[src/inc/fwsr_pkg.sv]
// Constants shared by the flash status polling controller.
// Assumes a 200 MHz clock and an asynchronous word-wide flash on pins.
package fwsr_pkg;

    // ************************************************
    // Widths
    // ************************************************
    localparam int ADDR_W = 22;
    localparam int DATA_W = 16;

    // ************************************************
    // Status bit positions
    // ************************************************
    localparam int BIT_POLL = 7;
    localparam int BIT_TOGGLE1 = 6;
    localparam int BIT_TIMEOUT = 5;
    localparam int BIT_ERASE_TIMER = 3;
    localparam int BIT_TOGGLE2 = 2;

    // ************************************************
    // Commands and answers
    // ************************************************
    localparam logic [1:0] CMD_READ = 2'h0;
    localparam logic [1:0] CMD_WRITE = 2'h1;
    localparam logic [1:0] CMD_POLL = 2'h2;
    localparam logic [1:0] CMD_TIMER = 2'h3;
    localparam logic [1:0] ST_OK = 2'h0;
    localparam logic [1:0] ST_FAIL = 2'h1;
    localparam logic [1:0] ST_SUSPENDED = 2'h2;
    localparam logic [1:0] ST_ERASE_STARTED = 2'h3;
    localparam logic [15:0] RESET_CMD_DATA = 16'h00F0;
    localparam logic [21:0] RESET_CMD_ADDR = 22'h000000;

    // ************************************************
    // Bus cycle timing
    // ************************************************
    localparam int CLK_PERIOD_NS = 5;
    localparam int T_SETUP_NS = 10;
    localparam int T_READ_NS = 90;
    localparam int T_WRITE_NS = 35;
    localparam int T_HOLD_NS = 20;
    localparam int SYNC_STAGES = 2;
    localparam logic [4:0] SETUP_CYC =
        5'((T_SETUP_NS + CLK_PERIOD_NS - 1) / CLK_PERIOD_NS);
    localparam logic [4:0] READ_CYC =
        5'((T_READ_NS + CLK_PERIOD_NS - 1) / CLK_PERIOD_NS + SYNC_STAGES);
    localparam logic [4:0] WRITE_CYC =
        5'((T_WRITE_NS + CLK_PERIOD_NS - 1) / CLK_PERIOD_NS);
    localparam logic [4:0] HOLD_CYC =
        5'((T_HOLD_NS + CLK_PERIOD_NS - 1) / CLK_PERIOD_NS);

endpackage : fwsr_pkg

[src/logic/fwsr_bus.sv]
// One asynchronous read or write cycle on the flash pins.
// Assumes the caller waits for done before starting the next cycle.
`timescale 1ns/1ps
`default_nettype none
module fwsr_bus (
    // Clock and reset
    input wire logic clk,
    input wire logic resetn,
    // Cycle request
    input wire logic start,
    input wire logic wr,
    input wire logic [21:0] addr,
    input wire logic [15:0] wdata,
    output logic done,
    output logic [15:0] rdata,
    // Flash pins
    output logic ce_n,
    output logic oe_n,
    output logic we_n,
    output logic [21:0] a,
    output logic [15:0] dq_o,
    output logic dq_oe_n,
    input wire logic [15:0] dq_i
);

    // ************************************************
    // State
    // ************************************************
    typedef enum logic [1:0] {
        B_IDLE = 2'b00,
        B_SETUP = 2'b01,
        B_STROBE = 2'b10,
        B_HOLD = 2'b11
    } fwsr_bst_t;

    typedef struct packed {
        fwsr_bst_t st;
        logic [4:0] cnt;
        logic wr;
        logic ce_n;
        logic oe_n;
        logic we_n;
        logic [21:0] a;
        logic [15:0] dq_o;
        logic dq_oe_n;
        logic [15:0] s1;
        logic [15:0] s2;
        logic done;
        logic [15:0] rdata;
    } fwsr_bus_s_t;

    localparam fwsr_bus_s_t RST = '{st: B_IDLE, cnt: 5'h00, wr: 1'b0,
        ce_n: 1'b1, oe_n: 1'b1, we_n: 1'b1, a: 22'h000000, dq_o: 16'h0000,
        dq_oe_n: 1'b1, s1: 16'h0000, s2: 16'h0000, done: 1'b0,
        rdata: 16'h0000};

    fwsr_bus_s_t q, d;

    always_comb begin
        d = q;
        d.done = 1'b0;
        d.s1 = dq_i;
        d.s2 = q.s1;
        case (q.st)
            B_IDLE: begin
                if (start) begin
                    d.st = B_SETUP;
                    d.cnt = fwsr_pkg::SETUP_CYC - 5'h01;
                    d.wr = wr;
                    d.a = addr;
                    d.ce_n = 1'b0;
                    d.dq_o = wdata;
                    d.dq_oe_n = !wr;
                end
            end
            B_SETUP: begin
                if (q.cnt == 5'h00) begin
                    d.st = B_STROBE;
                    d.cnt = q.wr ? fwsr_pkg::WRITE_CYC - 5'h01
                                 : fwsr_pkg::READ_CYC - 5'h01;
                    d.oe_n = q.wr;
                    d.we_n = !q.wr;
                end else begin
                    d.cnt = q.cnt - 5'h01;
                end
            end
            B_STROBE: begin
                if (q.cnt == 5'h00) begin
                    if (!q.wr) begin
                        d.rdata = q.s2;
                    end
                    d.st = B_HOLD;
                    d.cnt = fwsr_pkg::HOLD_CYC - 5'h01;
                    d.oe_n = 1'b1;
                    d.we_n = 1'b1;
                    d.ce_n = 1'b1;
                end else begin
                    d.cnt = q.cnt - 5'h01;
                end
            end
            B_HOLD: begin
                if (q.cnt == 5'h00) begin
                    d.st = B_IDLE;
                    d.dq_oe_n = 1'b1;
                    d.done = 1'b1;
                end else begin
                    d.cnt = q.cnt - 5'h01;
                end
            end
            default: d = RST;
        endcase
    end

    always_ff @(posedge clk or negedge resetn) begin
        if (!resetn) begin
            q <= RST;
        end else begin
            q <= d;
        end
    end

    assign done = q.done;
    assign rdata = q.rdata;
    assign ce_n = q.ce_n;
    assign oe_n = q.oe_n;
    assign we_n = q.we_n;
    assign a = q.a;
    assign dq_o = q.dq_o;
    assign dq_oe_n = q.dq_oe_n;
endmodule : fwsr_bus
`default_nettype wire

[src/logic/fwsr_ctrl.sv]
// Host controller that issues flash bus cycles and polls write status.
// Assumes one flash on the pins and the ready/busy wire pulled up outside.
`timescale 1ns/1ps
`default_nettype none
module fwsr_ctrl (
    // Clock and reset
    input wire logic clk,
    input wire logic resetn,
    // User command
    input wire logic cmd_valid,
    input wire logic [1:0] cmd_kind,
    input wire logic [21:0] cmd_addr,
    input wire logic [15:0] cmd_wdata,
    input wire logic cmd_abort,
    output logic cmd_ready,
    // User answer
    output logic rsp_valid,
    output logic [1:0] rsp_status,
    output logic [15:0] rsp_data,
    output logic busy,
    // Flash pins
    output logic ce_n,
    output logic oe_n,
    output logic we_n,
    output logic [21:0] a,
    output logic [15:0] dq_o,
    output logic dq_oe_n,
    input wire logic [15:0] dq_i,
    input wire logic ready_busy_n
);

    // ************************************************
    // State
    // ************************************************
    typedef enum logic [2:0] {
        T_IDLE = 3'b000,
        T_USER = 3'b001,
        T_RD1 = 3'b010,
        T_RD2 = 3'b011,
        T_RD3 = 3'b100,
        T_RST = 3'b101
    } fwsr_tst_t;

    typedef struct packed {
        fwsr_tst_t st;
        logic [1:0] kind;
        logic [21:0] addr;
        logic [7:0] first;
        logic abort;
        logic [1:0] reads;
        logic start;
        logic wr;
        logic [21:0] baddr;
        logic [15:0] bdata;
        logic ready;
        logic rvalid;
        logic [1:0] rstatus;
        logic [15:0] rdata;
        logic rb1;
        logic rb2;
        logic busy;
    } fwsr_ctrl_s_t;

    localparam fwsr_ctrl_s_t RST = '{st: T_IDLE, kind: 2'h0,
        addr: 22'h000000, first: 8'h00, abort: 1'b0, reads: 2'h0,
        start: 1'b0, wr: 1'b0, baddr: 22'h000000, bdata: 16'h0000,
        ready: 1'b0, rvalid: 1'b0, rstatus: 2'h0, rdata: 16'h0000,
        rb1: 1'b1, rb2: 1'b1, busy: 1'b0};

    fwsr_ctrl_s_t q, d;
    logic bus_done;
    logic [15:0] bus_rdata;
    logic tog1;
    logic tog2;

    fwsr_bus u_bus (
        .clk(clk),
        .resetn(resetn),
        .start(q.start),
        .wr(q.wr),
        .addr(q.baddr),
        .wdata(q.bdata),
        .done(bus_done),
        .rdata(bus_rdata),
        .ce_n(ce_n),
        .oe_n(oe_n),
        .we_n(we_n),
        .a(a),
        .dq_o(dq_o),
        .dq_oe_n(dq_oe_n),
        .dq_i(dq_i)
    );

    assign tog1 = bus_rdata[fwsr_pkg::BIT_TOGGLE1] !=
                  q.first[fwsr_pkg::BIT_TOGGLE1];
    assign tog2 = bus_rdata[fwsr_pkg::BIT_TOGGLE2] !=
                  q.first[fwsr_pkg::BIT_TOGGLE2];

    // ************************************************
    // Sequencer
    // ************************************************
    always_comb begin
        d = q;
        d.start = 1'b0;
        d.rvalid = 1'b0;
        d.rb1 = ready_busy_n;
        d.rb2 = q.rb1;
        d.busy = !q.rb2;
        if (cmd_abort && q.st != T_IDLE) begin
            d.abort = 1'b1;
        end
        case (q.st)
            T_IDLE: begin
                d.ready = 1'b1;
                d.abort = 1'b0;
                d.reads = 2'h0;
                if (cmd_valid && q.ready) begin
                    d.ready = 1'b0;
                    d.kind = cmd_kind;
                    d.addr = cmd_addr;
                    d.start = 1'b1;
                    d.wr = (cmd_kind == fwsr_pkg::CMD_WRITE);
                    d.baddr = cmd_addr;
                    d.bdata = cmd_wdata;
                    d.st = (cmd_kind == fwsr_pkg::CMD_POLL) ? T_RD1
                                                            : T_USER;
                end
            end
            T_USER: begin
                if (bus_done) begin
                    d.rvalid = 1'b1;
                    d.rdata = bus_rdata;
                    d.rstatus = fwsr_pkg::ST_OK;
                    if (q.kind == fwsr_pkg::CMD_TIMER &&
                        bus_rdata[fwsr_pkg::BIT_ERASE_TIMER]) begin
                        d.rstatus = fwsr_pkg::ST_ERASE_STARTED;
                    end
                    d.st = T_IDLE;
                end
            end
            T_RD1, T_RD2, T_RD3: begin
                if (bus_done) begin
                    d.first = bus_rdata[7:0];
                    d.rdata = bus_rdata;
                    d.reads = (q.reads == 2'h3) ? q.reads : q.reads + 2'h1;
                    d.start = 1'b1;
                    d.wr = 1'b0;
                    if (q.abort || cmd_abort) begin
                        d.start = 1'b0;
                        d.st = T_IDLE;
                    end else if (q.st == T_RD1) begin
                        d.st = T_RD2;
                    end else if (!tog1) begin
                        d.start = 1'b0;
                        d.rvalid = 1'b1;
                        d.rstatus = (tog2 && q.reads == 2'h1)
                                    ? fwsr_pkg::ST_SUSPENDED
                                    : fwsr_pkg::ST_OK;
                        d.st = T_IDLE;
                    end else if (q.st == T_RD3) begin
                        d.wr = 1'b1;
                        d.baddr = fwsr_pkg::RESET_CMD_ADDR;
                        d.bdata = fwsr_pkg::RESET_CMD_DATA;
                        d.st = T_RST;
                    end else if (bus_rdata[fwsr_pkg::BIT_TIMEOUT]) begin
                        d.st = T_RD3;
                    end
                end
            end
            T_RST: begin
                if (bus_done) begin
                    d.rvalid = 1'b1;
                    d.rstatus = fwsr_pkg::ST_FAIL;
                    d.st = T_IDLE;
                end
            end
            default: d = RST;
        endcase
    end

    always_ff @(posedge clk or negedge resetn) begin
        if (!resetn) begin
            q <= RST;
        end else begin
            q <= d;
        end
    end

    assign cmd_ready = q.ready;
    assign rsp_valid = q.rvalid;
    assign rsp_status = q.rstatus;
    assign rsp_data = q.rdata;
    assign busy = q.busy;
endmodule : fwsr_ctrl
`default_nettype wire

[config.mk]
export PLATFORM = sky130hd
export DESIGN_NAME = fwsr_ctrl
export DESIGN_NICKNAME = d
export VERILOG_FILES = /design/src/inc/fwsr_pkg.sv /design/src/logic/fwsr_bus.sv /design/src/logic/fwsr_ctrl.sv
export SDC_FILE = /design/constraint.sdc
export NUM_CORES = 1
export LEC_CHECK = 0
export ABC_CLOCK_PERIOD_IN_PS = 2070
export BUFFER_PORTS_ARGS = -buffer_cell sky130_fd_sc_hd__buf_2
export CORE_UTILIZATION = 56
export CTS_CLUSTER_DIAMETER = 150
export DETAILED_ROUTE_END_ITERATION = 10
export PLACE_DENSITY = 0.85
export RECOVER_POWER = 100
export SETUP_SLACK_MARGIN = 0.3
export SYNTH_ARGS = -nofsm -noshare
export SYNTH_HDL_FRONTEND = slang
export SYNTH_HIERARCHICAL = 1
export SYNTH_SLANG_ARGS = --single-unit
export TNS_END_PERCENT = 50
[constraint.sdc]
create_clock -name clk -period 2.07 [get_ports clk]
set_input_delay 0.1035 -clock clk [delete_from_list [all_inputs] [get_ports clk]]
set_output_delay 0.1035 -clock clk [all_outputs]
set_load 0.02 [all_outputs]
==> results of run 1 <==
[per-layer routing]
| metal | GRT usage | wire length, µm | vias to the layer above |
|---|---|---|---|
| li1 | - | - | 2419 |
| met1 | 0.313 | 7080 | 2671 |
| met2 | 0.416 | 8720 | 200 |
| met3 | 0.0610 | 739 | 62 |
| met4 | 0.119 | 614 | 0 |
| met5 | 0 | 0 | - |
[repair_timing]
item,in CTS,in global routing
cloned,1,1
endpoints found under the setup margin,33,79
gates resized for setup,7,16
buffers inserted,4,8
endpoints found under the hold margin,100,0
pin swaps,0,4
hold buffers,58,0
[where the power goes]
group          switching [mW]  internal, mW  leakage, nW
clock                    1.30          2.33        0.317
sequential            0.00981          3.40         2.28
combinational           0.107         0.120         1.61
total                    1.41          5.85         4.20
[metrics by stage]
stage                     instance area (µm²)  instances  hold slack, ns
final                                    9090        963          0.0913
after global routing                     9090        963           0.112
after CTS                                9140        953          0.0807
after detailed placement                 7830        858          0.0629
after global placement                   7830        858          0.0598
after floorplan                          7560        649          -0.192
[state kept, by name, indices dropped and copies added, names as in the netlist]
| signal | flops |
|---|---|
| u_bus/done | 1 |
| rsp_data | 16 |
| u_bus/d | 16 |
| u_bus/q | 24 |
| u_bus/a | 22 |
| u_bus/rdata | 16 |
| cmd_ready | 1 |
| u_bus/we_n | 1 |
| u_bus/oe_n | 1 |
| rsp_status | 2 |
| u_bus/dq_o | 16 |
| u_bus/ce_n | 1 |
| rsp_valid | 1 |
| busy | 1 |
| u_bus/dq_oe_n | 1 |
| q | 52 |
[tightest hold or removal path: stages]
cell	delay (ns)
sky130_fd_sc_hd__buf_2	0.11
sky130_fd_sc_hd__nor2_1	0.07
sky130_fd_sc_hd__nor3_1	0.18
[placed cells by master, fill, tap and decap left out, types with 4 or more instances in the layout]
cell	n
sky130_fd_sc_hd__bufinv_16	6
sky130_fd_sc_hd__clkbuf_2	4
sky130_fd_sc_hd__nor2_1	20
sky130_fd_sc_hd__inv_1	10
sky130_fd_sc_hd__nand3_1	11
sky130_fd_sc_hd__a22o_1	16
sky130_fd_sc_hd__buf_2	60
sky130_fd_sc_hd__mux2_2	46
sky130_fd_sc_hd__a31oi_1	9
sky130_fd_sc_hd__buf_4	15
sky130_fd_sc_hd__dfstp_2	6
sky130_fd_sc_hd__dlygate4sd3_1	58
sky130_fd_sc_hd__a21oi_1	50
sky130_fd_sc_hd__dfrtp_1	164
sky130_fd_sc_hd__a211oi_1	5
sky130_fd_sc_hd__clkbuf_16	17
sky130_fd_sc_hd__nor3_1	8
sky130_fd_sc_hd__nand2_1	87
sky130_fd_sc_hd__clkbuf_1	69
sky130_fd_sc_hd__nand2b_1	7
sky130_fd_sc_hd__nor2b_1	5
sky130_fd_sc_hd__buf_6	4
sky130_fd_sc_hd__o21ai_0	16
sky130_fd_sc_hd__mux2_4	8
[how the worst min path moves through the flow]
stage          startpoint                end  slack, ns
2_1_floorplan      resetn     busy$_DFF_PN0_      -0.19
3_3_place_gp       resetn  q[49]$_DFFE_PN0P_       0.06
3_5_place_dp       resetn  q[49]$_DFFE_PN0P_       0.06
4_1_cts         cmd_abort  q[65]$_DFFE_PN0P_       0.08
5_1_grt         cmd_abort  q[65]$_DFFE_PN0P_       0.11
6_report        cmd_abort  q[65]$_DFFE_PN0P_       0.09
[layout make-up]
| cell class | count | area [µm²] | area share |
|---|---|---|---|
| Sequential cell | 172 | 4310 | 0.475 |
| Antenna cell | 1 | 2.50 | 0.000275 |
| Clock inverter | 10 | 211 | 0.0233 |
| Timing Repair Buffer | 210 | 1350 | 0.149 |
| Clock buffer | 22 | 464 | 0.0511 |
| Multi-Input combinational cell | 360 | 2470 | 0.272 |
| Tap cell | 176 | 220 | 0.0242 |
| Inverter | 12 | 45.0 | 0.00496 |
[kinds of logic (layout without fill, tap and decap cells)]
| kind of cell | after synthesis | in the layout | synth area share |
|---|---|---|---|
| buf+inv | 118 | 254 | 0.105 |
| fa+ha+maj | 7 | 7 | 0.0116 |
| other cells | 0 | 1 | 0 |
| compound gates | 122 | 122 | 0.104 |
| mux | 59 | 59 | 0.0927 |
| xor+xnor | 3 | 3 | 0.00448 |
| flops | 172 | 172 | 0.571 |
| simple gates | 168 | 169 | 0.111 |
==> results.sh, run 1 <==
export IMPL_outcome="complete, but fails checks"
export IMPL_failed_checks="DRC"
export IMPL_final_period_utilization=0.968
export IMPL_clockRootBuffer="sky130_fd_sc_hd__clkbuf_16"
export IMPL_worst_setup_hold_path_clk_slew_ns=0.06
export IMPL_worst_ep_required_time_ns=2.39
export IMPL_cellLeakagePower_nw=4.20
export IMPL_p_per_area_nw_per_um2=799
export IMPL_timing_final_ws_setup_ns=0.0661
export IMPL_clock_tree_buffer_depth=2
export IMPL_overflow=0
export IMPL_crit_path_start="u_bus/q[93]$_DFFE_PN0P_"
export IMPL_ant_nets=0
export IMPL_final_core_util=0.689
export IMPL_drt_pass1_iterations=8
export IMPL_drc=1
export IMPL_grt_pass1_vias=5335
export IMPL_initial_antenna_violation_count=1
export IMPL_avgSynthCellArea_um2=11.6
export IMPL_dieArea_um2=13900
export IMPL_crit_arrival_ns=2.32
export IMPL_critical_path_depth=7
export IMPL_maxSlewViolCount=0
export IMPL_yosysTopAreaCell="sky130_fd_sc_hd__dfrtp_1"
export IMPL_worst_pin_slew_ns=1.16
export IMPL_flop_and_latch_count_out_of_synthesis=172
export IMPL_report_power_total_mw=7.26
export IMPL_final_hold_viol_count=0
export IMPL_port_buffer_count=123
export IMPL_whs_path_cells=3
export IMPL_count_of_flip_flops_with_a_built_in_enable_after_synthesis=0
export IMPL_yosysMostFrequentCell="sky130_fd_sc_hd__dfrtp_1"
export IMPL_placement_rows=42
export IMPL_detailroute_via_count=5352
export IMPL_core_region_area_um2=13200
export IMPL_netlist_cell_type_count=60
export IMPL_dp_final_hpwl_mm=10.1
export IMPL_die_height_um=118
export IMPL_synth_largest_type_area_fraction=0.550
export IMPL_timing_hold_worst_class="input port to flip-flop"
export IMPL_timing_critical_path_slowest_cell_delay_ns=0.42
export IMPL_clock_sinks=172
export IMPL_clock_latency_ns=0.44
export IMPL_maximum_number_of_pins_on_one_net_before_global_route_repair=65
export IMPL_starting_density=0.572
export IMPL_tritoncts="yes"
export IMPL_unrepaired_setup_endpoints_after_global_routing="yes"
export IMPL_postSynthNetCount=717
export IMPL_critPathKind="flip-flop to flip-flop"
export IMPL_crit_chain="inv_2 -> ha_4 -> or3b_4 -> nor3_4 -> buf_6 -> nand2_4 -> mux2_4"
export IMPL_grt_first_pass_wirelength_mm=27.2
export IMPL_path_buf_inv=2
export IMPL_r2r_worst_path_cells=7
export IMPL_syn_to_final_growth_pct=20.4
export IMPL_routabilityCongestion=0.855
export IMPL_setup_worst_path_end_class="flip-flop"
export IMPL_setup_viol=0
export IMPL_slew_headroom=0.228
export IMPL_viasPerCell=5.56
export IMPL_synthesis_area_um2=7550
export IMPL_ys_warn_count=6
export IMPL_worst_case_setup_slack_after_placement_ns=0.154
export IMPL_post_synth_main_area_contributors="sky130_fd_sc_hd__dfrtp_1, sky130_fd_sc_hd__buf_4, sky130_fd_sc_hd__mux2_2"
export IMPL_critical_path_top_delay_family="simple AND/OR/NAND/NOR gates"
export IMPL_cts_inserted_buffers=17
export IMPL_sequential_element_share_of_the_synthesized_area=0.571
export IMPL_post_synth_inst_count=649
export IMPL_num_fill_cells=933
export IMPL_max_cap_viols=0
export IMPL_endpoint="u_bus/rdata[5]$_DFFE_PN0P_"
export IMPL_cpMaxStageDelayCell="sky130_fd_sc_hd__or3b_4"
export IMPL_rrSetupSlack_ns=0.07
export IMPL_worstPathMaxFanout=8
export IMPL_wl_cell_um=17.8
export IMPL_fin_setup_tns_ns=0
export IMPL_grt_usage=0.252
export IMPL_num_nets_final=841
export IMPL_drive_gt1_frac=0.256
export IMPL_floorplan_die_width_um=118
export IMPL_synth_top_cells_by_count="sky130_fd_sc_hd__dfrtp_1, sky130_fd_sc_hd__nand2_1, sky130_fd_sc_hd__buf_4"
export IMPL_maxClockFrequency_mhz=499
export IMPL_rr_endpoint="u_bus/rdata[5]$_DFFE_PN0P_"
export IMPL_ir_worst_vdd_v=0.000573
export IMPL_synth_top_flop_cell="sky130_fd_sc_hd__dfrtp_1"
export IMPL_drt_iter0_drc=423
export IMPL_share_of_async_settable_or_async_resettable_flops_after_synthesis=1.00
export IMPL_clock_tree_htree_level_count=4
export IMPL_launching_point_of_the_worst_reg2reg_path="u_bus/q[93]$_DFFE_PN0P_"
export IMPL_setup_worst_path_start_class="flip-flop"
export IMPL_finalWorstPathRequiredPeriod_ns=2.00
export IMPL_boundaryPins=124
export IMPL_maximum_clock_skew_at_final_layout_ns=0.00934
export IMPL_wl_mm=17.2
No activity file was read; power rests on OpenSTA's default activity.
==> inputs of run 2 (changes only) <==
- CORE_UTILIZATION: 56 -> 35
- PLACE_DENSITY: 0.85 -> 0.6
==> results.sh, run 2 (synthesis gave the netlist of run 1 again) <==
export IMPL_largest_reg_flops=52
export IMPL_finalWorstPathRequiredPeriod_ns=1.89
export IMPL_overflow=0
export IMPL_p_per_area_nw_per_um2=737
export IMPL_maximum_clock_skew_at_final_layout_ns=0.0103
export IMPL_syn_to_final_growth_pct=20.4
export IMPL_largest_register="q"
export IMPL_crit_arrival_ns=2.20
export IMPL_core_region_area_um2=21100
export IMPL_clockRootBuffer="sky130_fd_sc_hd__clkbuf_16"
export IMPL_postLayoutCellArea_um2=9090
export IMPL_final_cells=1062
export IMPL_placement_rows=53
export IMPL_maxSlewViolCount=0
export IMPL_timing_hold_worst_class="input port to flip-flop"
export IMPL_worst_pin_slew_ns=0.911
export IMPL_outcome="complete, no violations"
export IMPL_worstPathMaxFanout=8
export IMPL_routabilityCongestion=0.803
export IMPL_drive_gt1_frac=0.244
export IMPL_wl_cell_um=15.1
export IMPL_ir_worst_vdd_v=0.000353
export IMPL_dp_final_hpwl_mm=10.2
export IMPL_clock_tree_buffer_depth=2
export IMPL_path_buf_inv=2
export IMPL_placed_area_um2=8000
export IMPL_critical_path_top_delay_family="simple AND/OR/NAND/NOR gates"
export IMPL_antenna_cells=0
export IMPL_clock_latency_ns=0.43
export IMPL_clock_tree_htree_level_count=4
export IMPL_cpMaxStageDelayCell="sky130_fd_sc_hd__or3b_1"
export IMPL_final_hold_viol_count=0
export IMPL_unrepaired_setup_endpoints_after_global_routing="yes"
export IMPL_starting_density=0.358
export IMPL_clock_sinks=172
export IMPL_initial_antenna_violation_count=0
export IMPL_setup_worst_path_start_class="flip-flop"
export IMPL_num_nets_final=842
export IMPL_drt_pass1_iterations=4
export IMPL_ff_latch_area_um2=4310
export IMPL_maximum_number_of_pins_on_one_net_before_global_route_repair=61
export IMPL_cts_inserted_buffers=17
export IMPL_setup_worst_path_end_class="flip-flop"
export IMPL_detailroute_via_count=5023
export IMPL_port_buffer_count=123
export IMPL_crit_chain="inv_2 -> ha_1 -> or3b_1 -> nor3_4 -> buf_6 -> nand2_4 -> mux2_4"
export IMPL_grt_usage=0.150
export IMPL_wl_mm=16.0
export IMPL_final_cell_mix="sky130_fd_sc_hd__dfrtp_1, sky130_fd_sc_hd__nand2_1, sky130_fd_sc_hd__clkbuf_1"
export IMPL_mostFrequentLayoutCell="sky130_fd_sc_hd__dfrtp_1"
export IMPL_slew_headroom=0.393
export IMPL_max_cap_viols=0
export IMPL_setup_viol=0
export IMPL_grt_first_pass_wirelength_mm=25.9
export IMPL_boundaryPins=124
export IMPL_ant_nets=0
export IMPL_critPathKind="flip-flop to flip-flop"
export IMPL_dp_cells=961
export IMPL_tritoncts="yes"
export IMPL_die_height_um=149
export IMPL_multi_input_area_um2=2460
export IMPL_maxClockFrequency_mhz=528
export IMPL_hold_slack_ns=0.0210
export IMPL_grt_pass1_vias=4986
export IMPL_floorplan_die_width_um=149
export IMPL_drc=0
export IMPL_dieArea_um2=22200
export IMPL_drt_iter0_drc=228
export IMPL_worst_setup_hold_path_clk_slew_ns=0.06
export IMPL_worst_ep_required_time_ns=2.38
export IMPL_fin_setup_tns_ns=0
export IMPL_final_core_util=0.431
export IMPL_viasPerCell=4.73
export IMPL_final_period_utilization=0.915
export IMPL_num_fill_cells=2027
export IMPL_timing_critical_path_slowest_cell_delay_ns=0.43
export IMPL_cellLeakagePower_nw=4.16
-- run 2: cell count changes in the layout (fill, tap and decap cells not counted), sizes merged --
cell / change
bufinv: -5
clkbuf: -1
clkinv: +1
clkinvlp: +1
diode: -1
dlygate4sd3: -1
inv: +6
-- run 2: power breakdown --
part / leakage [nW] / switching [mW] / internal (mW)
combinational: 1.62 / 0.108 / 0.119
clock: 0.264 / 1.38 / 1.69
sequential: 2.28 / 0.00763 / 3.40
total: 4.16 / 1.50 / 5.20
-- run 2: metrics by stage --
| step | worst slack [ns] | power, mW |
|---|---|---|
| after CTS | 0.217 | 6.82 |
| after detailed placement | 0.186 | 3.63 |
| final | 0.175 | 6.70 |
| after global routing | 0.101 | 6.95 |
| after global placement | 0.213 | 3.62 |
| after floorplan | 0.250 | 3.48 |
-- run 2: worst register-to-register path: stages, from the launching register on --
cell and delay, ns:
sky130_fd_sc_hd__dfrtp_1 0.38, sky130_fd_sc_hd__inv_2 0.06, sky130_fd_sc_hd__ha_1 0.16, sky130_fd_sc_hd__or3b_1 0.43
sky130_fd_sc_hd__nor3_4 0.18, sky130_fd_sc_hd__buf_6 0.13, sky130_fd_sc_hd__nand2_4 0.11, sky130_fd_sc_hd__mux2_4 0.32
-- run 2: final timing paths --
check | startpoint | slack, ns | to | cells past startpoint
worst max-delay path | u_bus/q[92]$_DFFE_PN0P_ | 0.18 | u_bus/rdata[5]$_DFFE_PN0P_ | 7
worst min-delay path | cmd_kind[1] | 0.02 | q[61]$_DFFE_PN0P_ | 3
worst max register to register | u_bus/q[92]$_DFFE_PN0P_ | 0.18 | u_bus/rdata[5]$_DFFE_PN0P_ | 7
worst min register to register | u_bus/d[29]$_DFF_PN0_ | 0.35 | u_bus/q[29]$_DFF_PN0_ | 0
max in group asynchronous | resetn | 0.57 | u_bus/d[30]$_DFF_PN0_ | 3
min in group asynchronous | resetn | 0.22 | q[53]$_DFFE_PN0P_ | 2
-- run 2: area by class of cell --
type	instances	share of cell area
sequential	172	0.475
multi-input combinational	360	0.270
clock buffer	19	0.0476
tap	275	0.0379
timing repair buffer	211	0.150
inverter	12	0.00496
clock inverter	13	0.0146
-- run 2: layer usage --
layer  GRT usage  vias up  share of wire
met5           0        -              0
met4      0.0495        0          0.012
met2       0.248       78           0.50
met1       0.196     2509           0.46
met3      0.0324       20          0.025
li1            -     2416              -
-- run 2: what timing repair did --
action / 4_1_cts / 5_1_grt
endpoints found under the setup margin: 33 / 80
gates resized for setup: 7 / 10
buffers inserted: 6 / 5
cloned: 1 / 0
pin swaps: 3 / 1
hold endpoints to repair: 105 / 0
hold buffers: 57 / 0
==> inputs of run 3 (changes only) <==
- PLACE_DENSITY: 0.6 -> unset
- PLACE_DENSITY_LB_ADDON: unset -> 0.12
==> results.sh, run 3 (synthesis gave the netlist of run 1 again) <==
export IMPL_detailroute_via_count=5103
export IMPL_antenna_cells=0
export IMPL_timing_critical_path_slowest_cell_delay_ns=0.40
export IMPL_dieArea_um2=22200
export IMPL_cts_inserted_buffers=17
export IMPL_floorplan_die_width_um=149
export IMPL_critical_path_top_delay_family="simple AND/OR/NAND/NOR gates"
export IMPL_setup_viol=0
export IMPL_grt_first_pass_wirelength_mm=27.2
export IMPL_final_cell_mix="sky130_fd_sc_hd__dfrtp_1, sky130_fd_sc_hd__nand2_1, sky130_fd_sc_hd__clkbuf_1"
export IMPL_clock_latency_ns=0.43
export IMPL_tritoncts="yes"
export IMPL_p_per_area_nw_per_um2=738
export IMPL_starting_density=0.358
export IMPL_cellLeakagePower_nw=4.11
export IMPL_worst_pin_slew_ns=1.22
export IMPL_final_hold_viol_count=0
export IMPL_ir_worst_vdd_v=0.000521
export IMPL_clock_tree_htree_level_count=4
export IMPL_dp_final_hpwl_mm=10.7
export IMPL_syn_to_final_growth_pct=18.9
export IMPL_dp_cells=958
export IMPL_worst_setup_hold_path_clk_slew_ns=0.07
export IMPL_port_buffer_count=123
export IMPL_drive_gt1_frac=0.244
export IMPL_crit_chain="inv_1 -> ha_4 -> or3b_4 -> nor3_4 -> nand2_8 -> mux2_4"
export IMPL_unrepaired_setup_endpoints_after_global_routing="yes"
export IMPL_wl_mm=16.7
export IMPL_cpMaxStageDelayCell="sky130_fd_sc_hd__or3b_4"
export IMPL_hold_slack_ns=0.0271
export IMPL_largest_reg_flops=52
export IMPL_boundaryPins=124
export IMPL_drt_pass1_iterations=4
export IMPL_maxClockFrequency_mhz=520
export IMPL_fin_setup_tns_ns=0
export IMPL_clockRootBuffer="sky130_fd_sc_hd__clkbuf_16"
export IMPL_final_period_utilization=0.930
export IMPL_postLayoutCellArea_um2=8970
export IMPL_ant_nets=0
export IMPL_maxSlewViolCount=0
export IMPL_placed_area_um2=7960
export IMPL_core_region_area_um2=21100
export IMPL_crit_arrival_ns=2.24
export IMPL_wl_cell_um=15.9
export IMPL_maximum_clock_skew_at_final_layout_ns=0.0113
export IMPL_largest_register="q"
export IMPL_max_cap_viols=0
export IMPL_clock_tree_buffer_depth=2
export IMPL_maximum_number_of_pins_on_one_net_before_global_route_repair=63
export IMPL_timing_hold_worst_class="input port to flip-flop"
export IMPL_grt_pass1_vias=5190
export IMPL_setup_worst_path_start_class="flip-flop"
export IMPL_final_cells=1049
export IMPL_worst_ep_required_time_ns=2.38
export IMPL_viasPerCell=4.86
export IMPL_mostFrequentLayoutCell="sky130_fd_sc_hd__dfrtp_1"
export IMPL_clock_sinks=172
export IMPL_slew_headroom=0.188
export IMPL_worstPathMaxFanout=16
export IMPL_outcome="complete, no violations"
export IMPL_drt_iter0_drc=255
export IMPL_grt_usage=0.159
export IMPL_critPathKind="flip-flop to flip-flop"
export IMPL_num_nets_final=829
export IMPL_placement_rows=53
export IMPL_path_buf_inv=1
export IMPL_setup_worst_path_end_class="flip-flop"
export IMPL_initial_antenna_violation_count=0
export IMPL_die_height_um=149
export IMPL_drc=0
export IMPL_routabilityCongestion=0.774
export IMPL_finalWorstPathRequiredPeriod_ns=1.92
export IMPL_overflow=0
export IMPL_report_power_total_mw=6.62
## run 3: cell count changes in the layout (fill, tap and decap cells not counted), moves of 3 or more
cell	delta
sky130_fd_sc_hd__buf_4	-5
sky130_fd_sc_hd__clkbuf_1	-7
sky130_fd_sc_hd__buf_6	-3
sky130_fd_sc_hd__mux2_1	-3
## run 3: power by group
part | switching, mW | internal, mW | total (mW)
Clock | 1.42 | 1.56 | 2.99
Sequential | 0.00874 | 3.40 | 3.40
Combinational | 0.108 | 0.118 | 0.226
## run 3: worst paths after layout
check | start | slack (ns) | cells after the start | endpoint
max in group asynchronous | resetn | 0.49 | 3 | u_bus/q[25]$_DFF_PN0_
max reg2reg | u_bus/q[92]$_DFFE_PN0P_ | 0.15 | 6 | u_bus/rdata[9]$_DFFE_PN0P_
min | cmd_kind[0] | 0.03 | 3 | q[61]$_DFFE_PN0P_
min in group asynchronous | resetn | 0.10 | 2 | q[97]$_DFFE_PN0P_
max | u_bus/q[92]$_DFFE_PN0P_ | 0.15 | 6 | u_bus/rdata[9]$_DFFE_PN0P_
min reg2reg | u_bus/d[23]$_DFF_PN0_ | 0.35 | 0 | u_bus/q[23]$_DFF_PN0_
## run 3: area by class of cell
class / instances / area, µm²
fillers: 2039 / 12100
flip-flops and latches: 172 / 4310
multi-input cells: 359 / 2460
repair buffers: 199 / 1270
clock buffers: 19 / 433
well taps: 275 / 344
clock inverters: 13 / 109
inverters: 12 / 45.0
## run 3: what timing repair did
action,CTS,global route
buffers inserted,2,1
gates cloned,0,0
pin swaps,1,0
hold buffers,56,0
gates resized for setup,3,5
endpoints found under the setup margin,57,92
endpoints found under the hold margin,226,0
## run 3: stage by stage
stage | utilization | worst slack (ns)
final | 0.425 | 0.146
after global routing | 0.425 | 0.0741
after CTS | 0.432 | 0.165
after detailed placement | 0.378 | 0.158
after global placement | 0.378 | 0.188
after floorplan | - | 0.250
## run 3: routing by layer
metal / track usage / routed length, µm
met3: 0.0361 / 753
met2: 0.264 / 8230
met5: 0 / 0
met1: 0.203 / 7430
met4: 0.0546 / 254
## run 3: tightest hold or removal path: stages
cell                       delay (ns)
sky130_fd_sc_hd__buf_2           0.13
sky130_fd_sc_hd__nand3b_1        0.09
sky130_fd_sc_hd__nand3_1         0.08
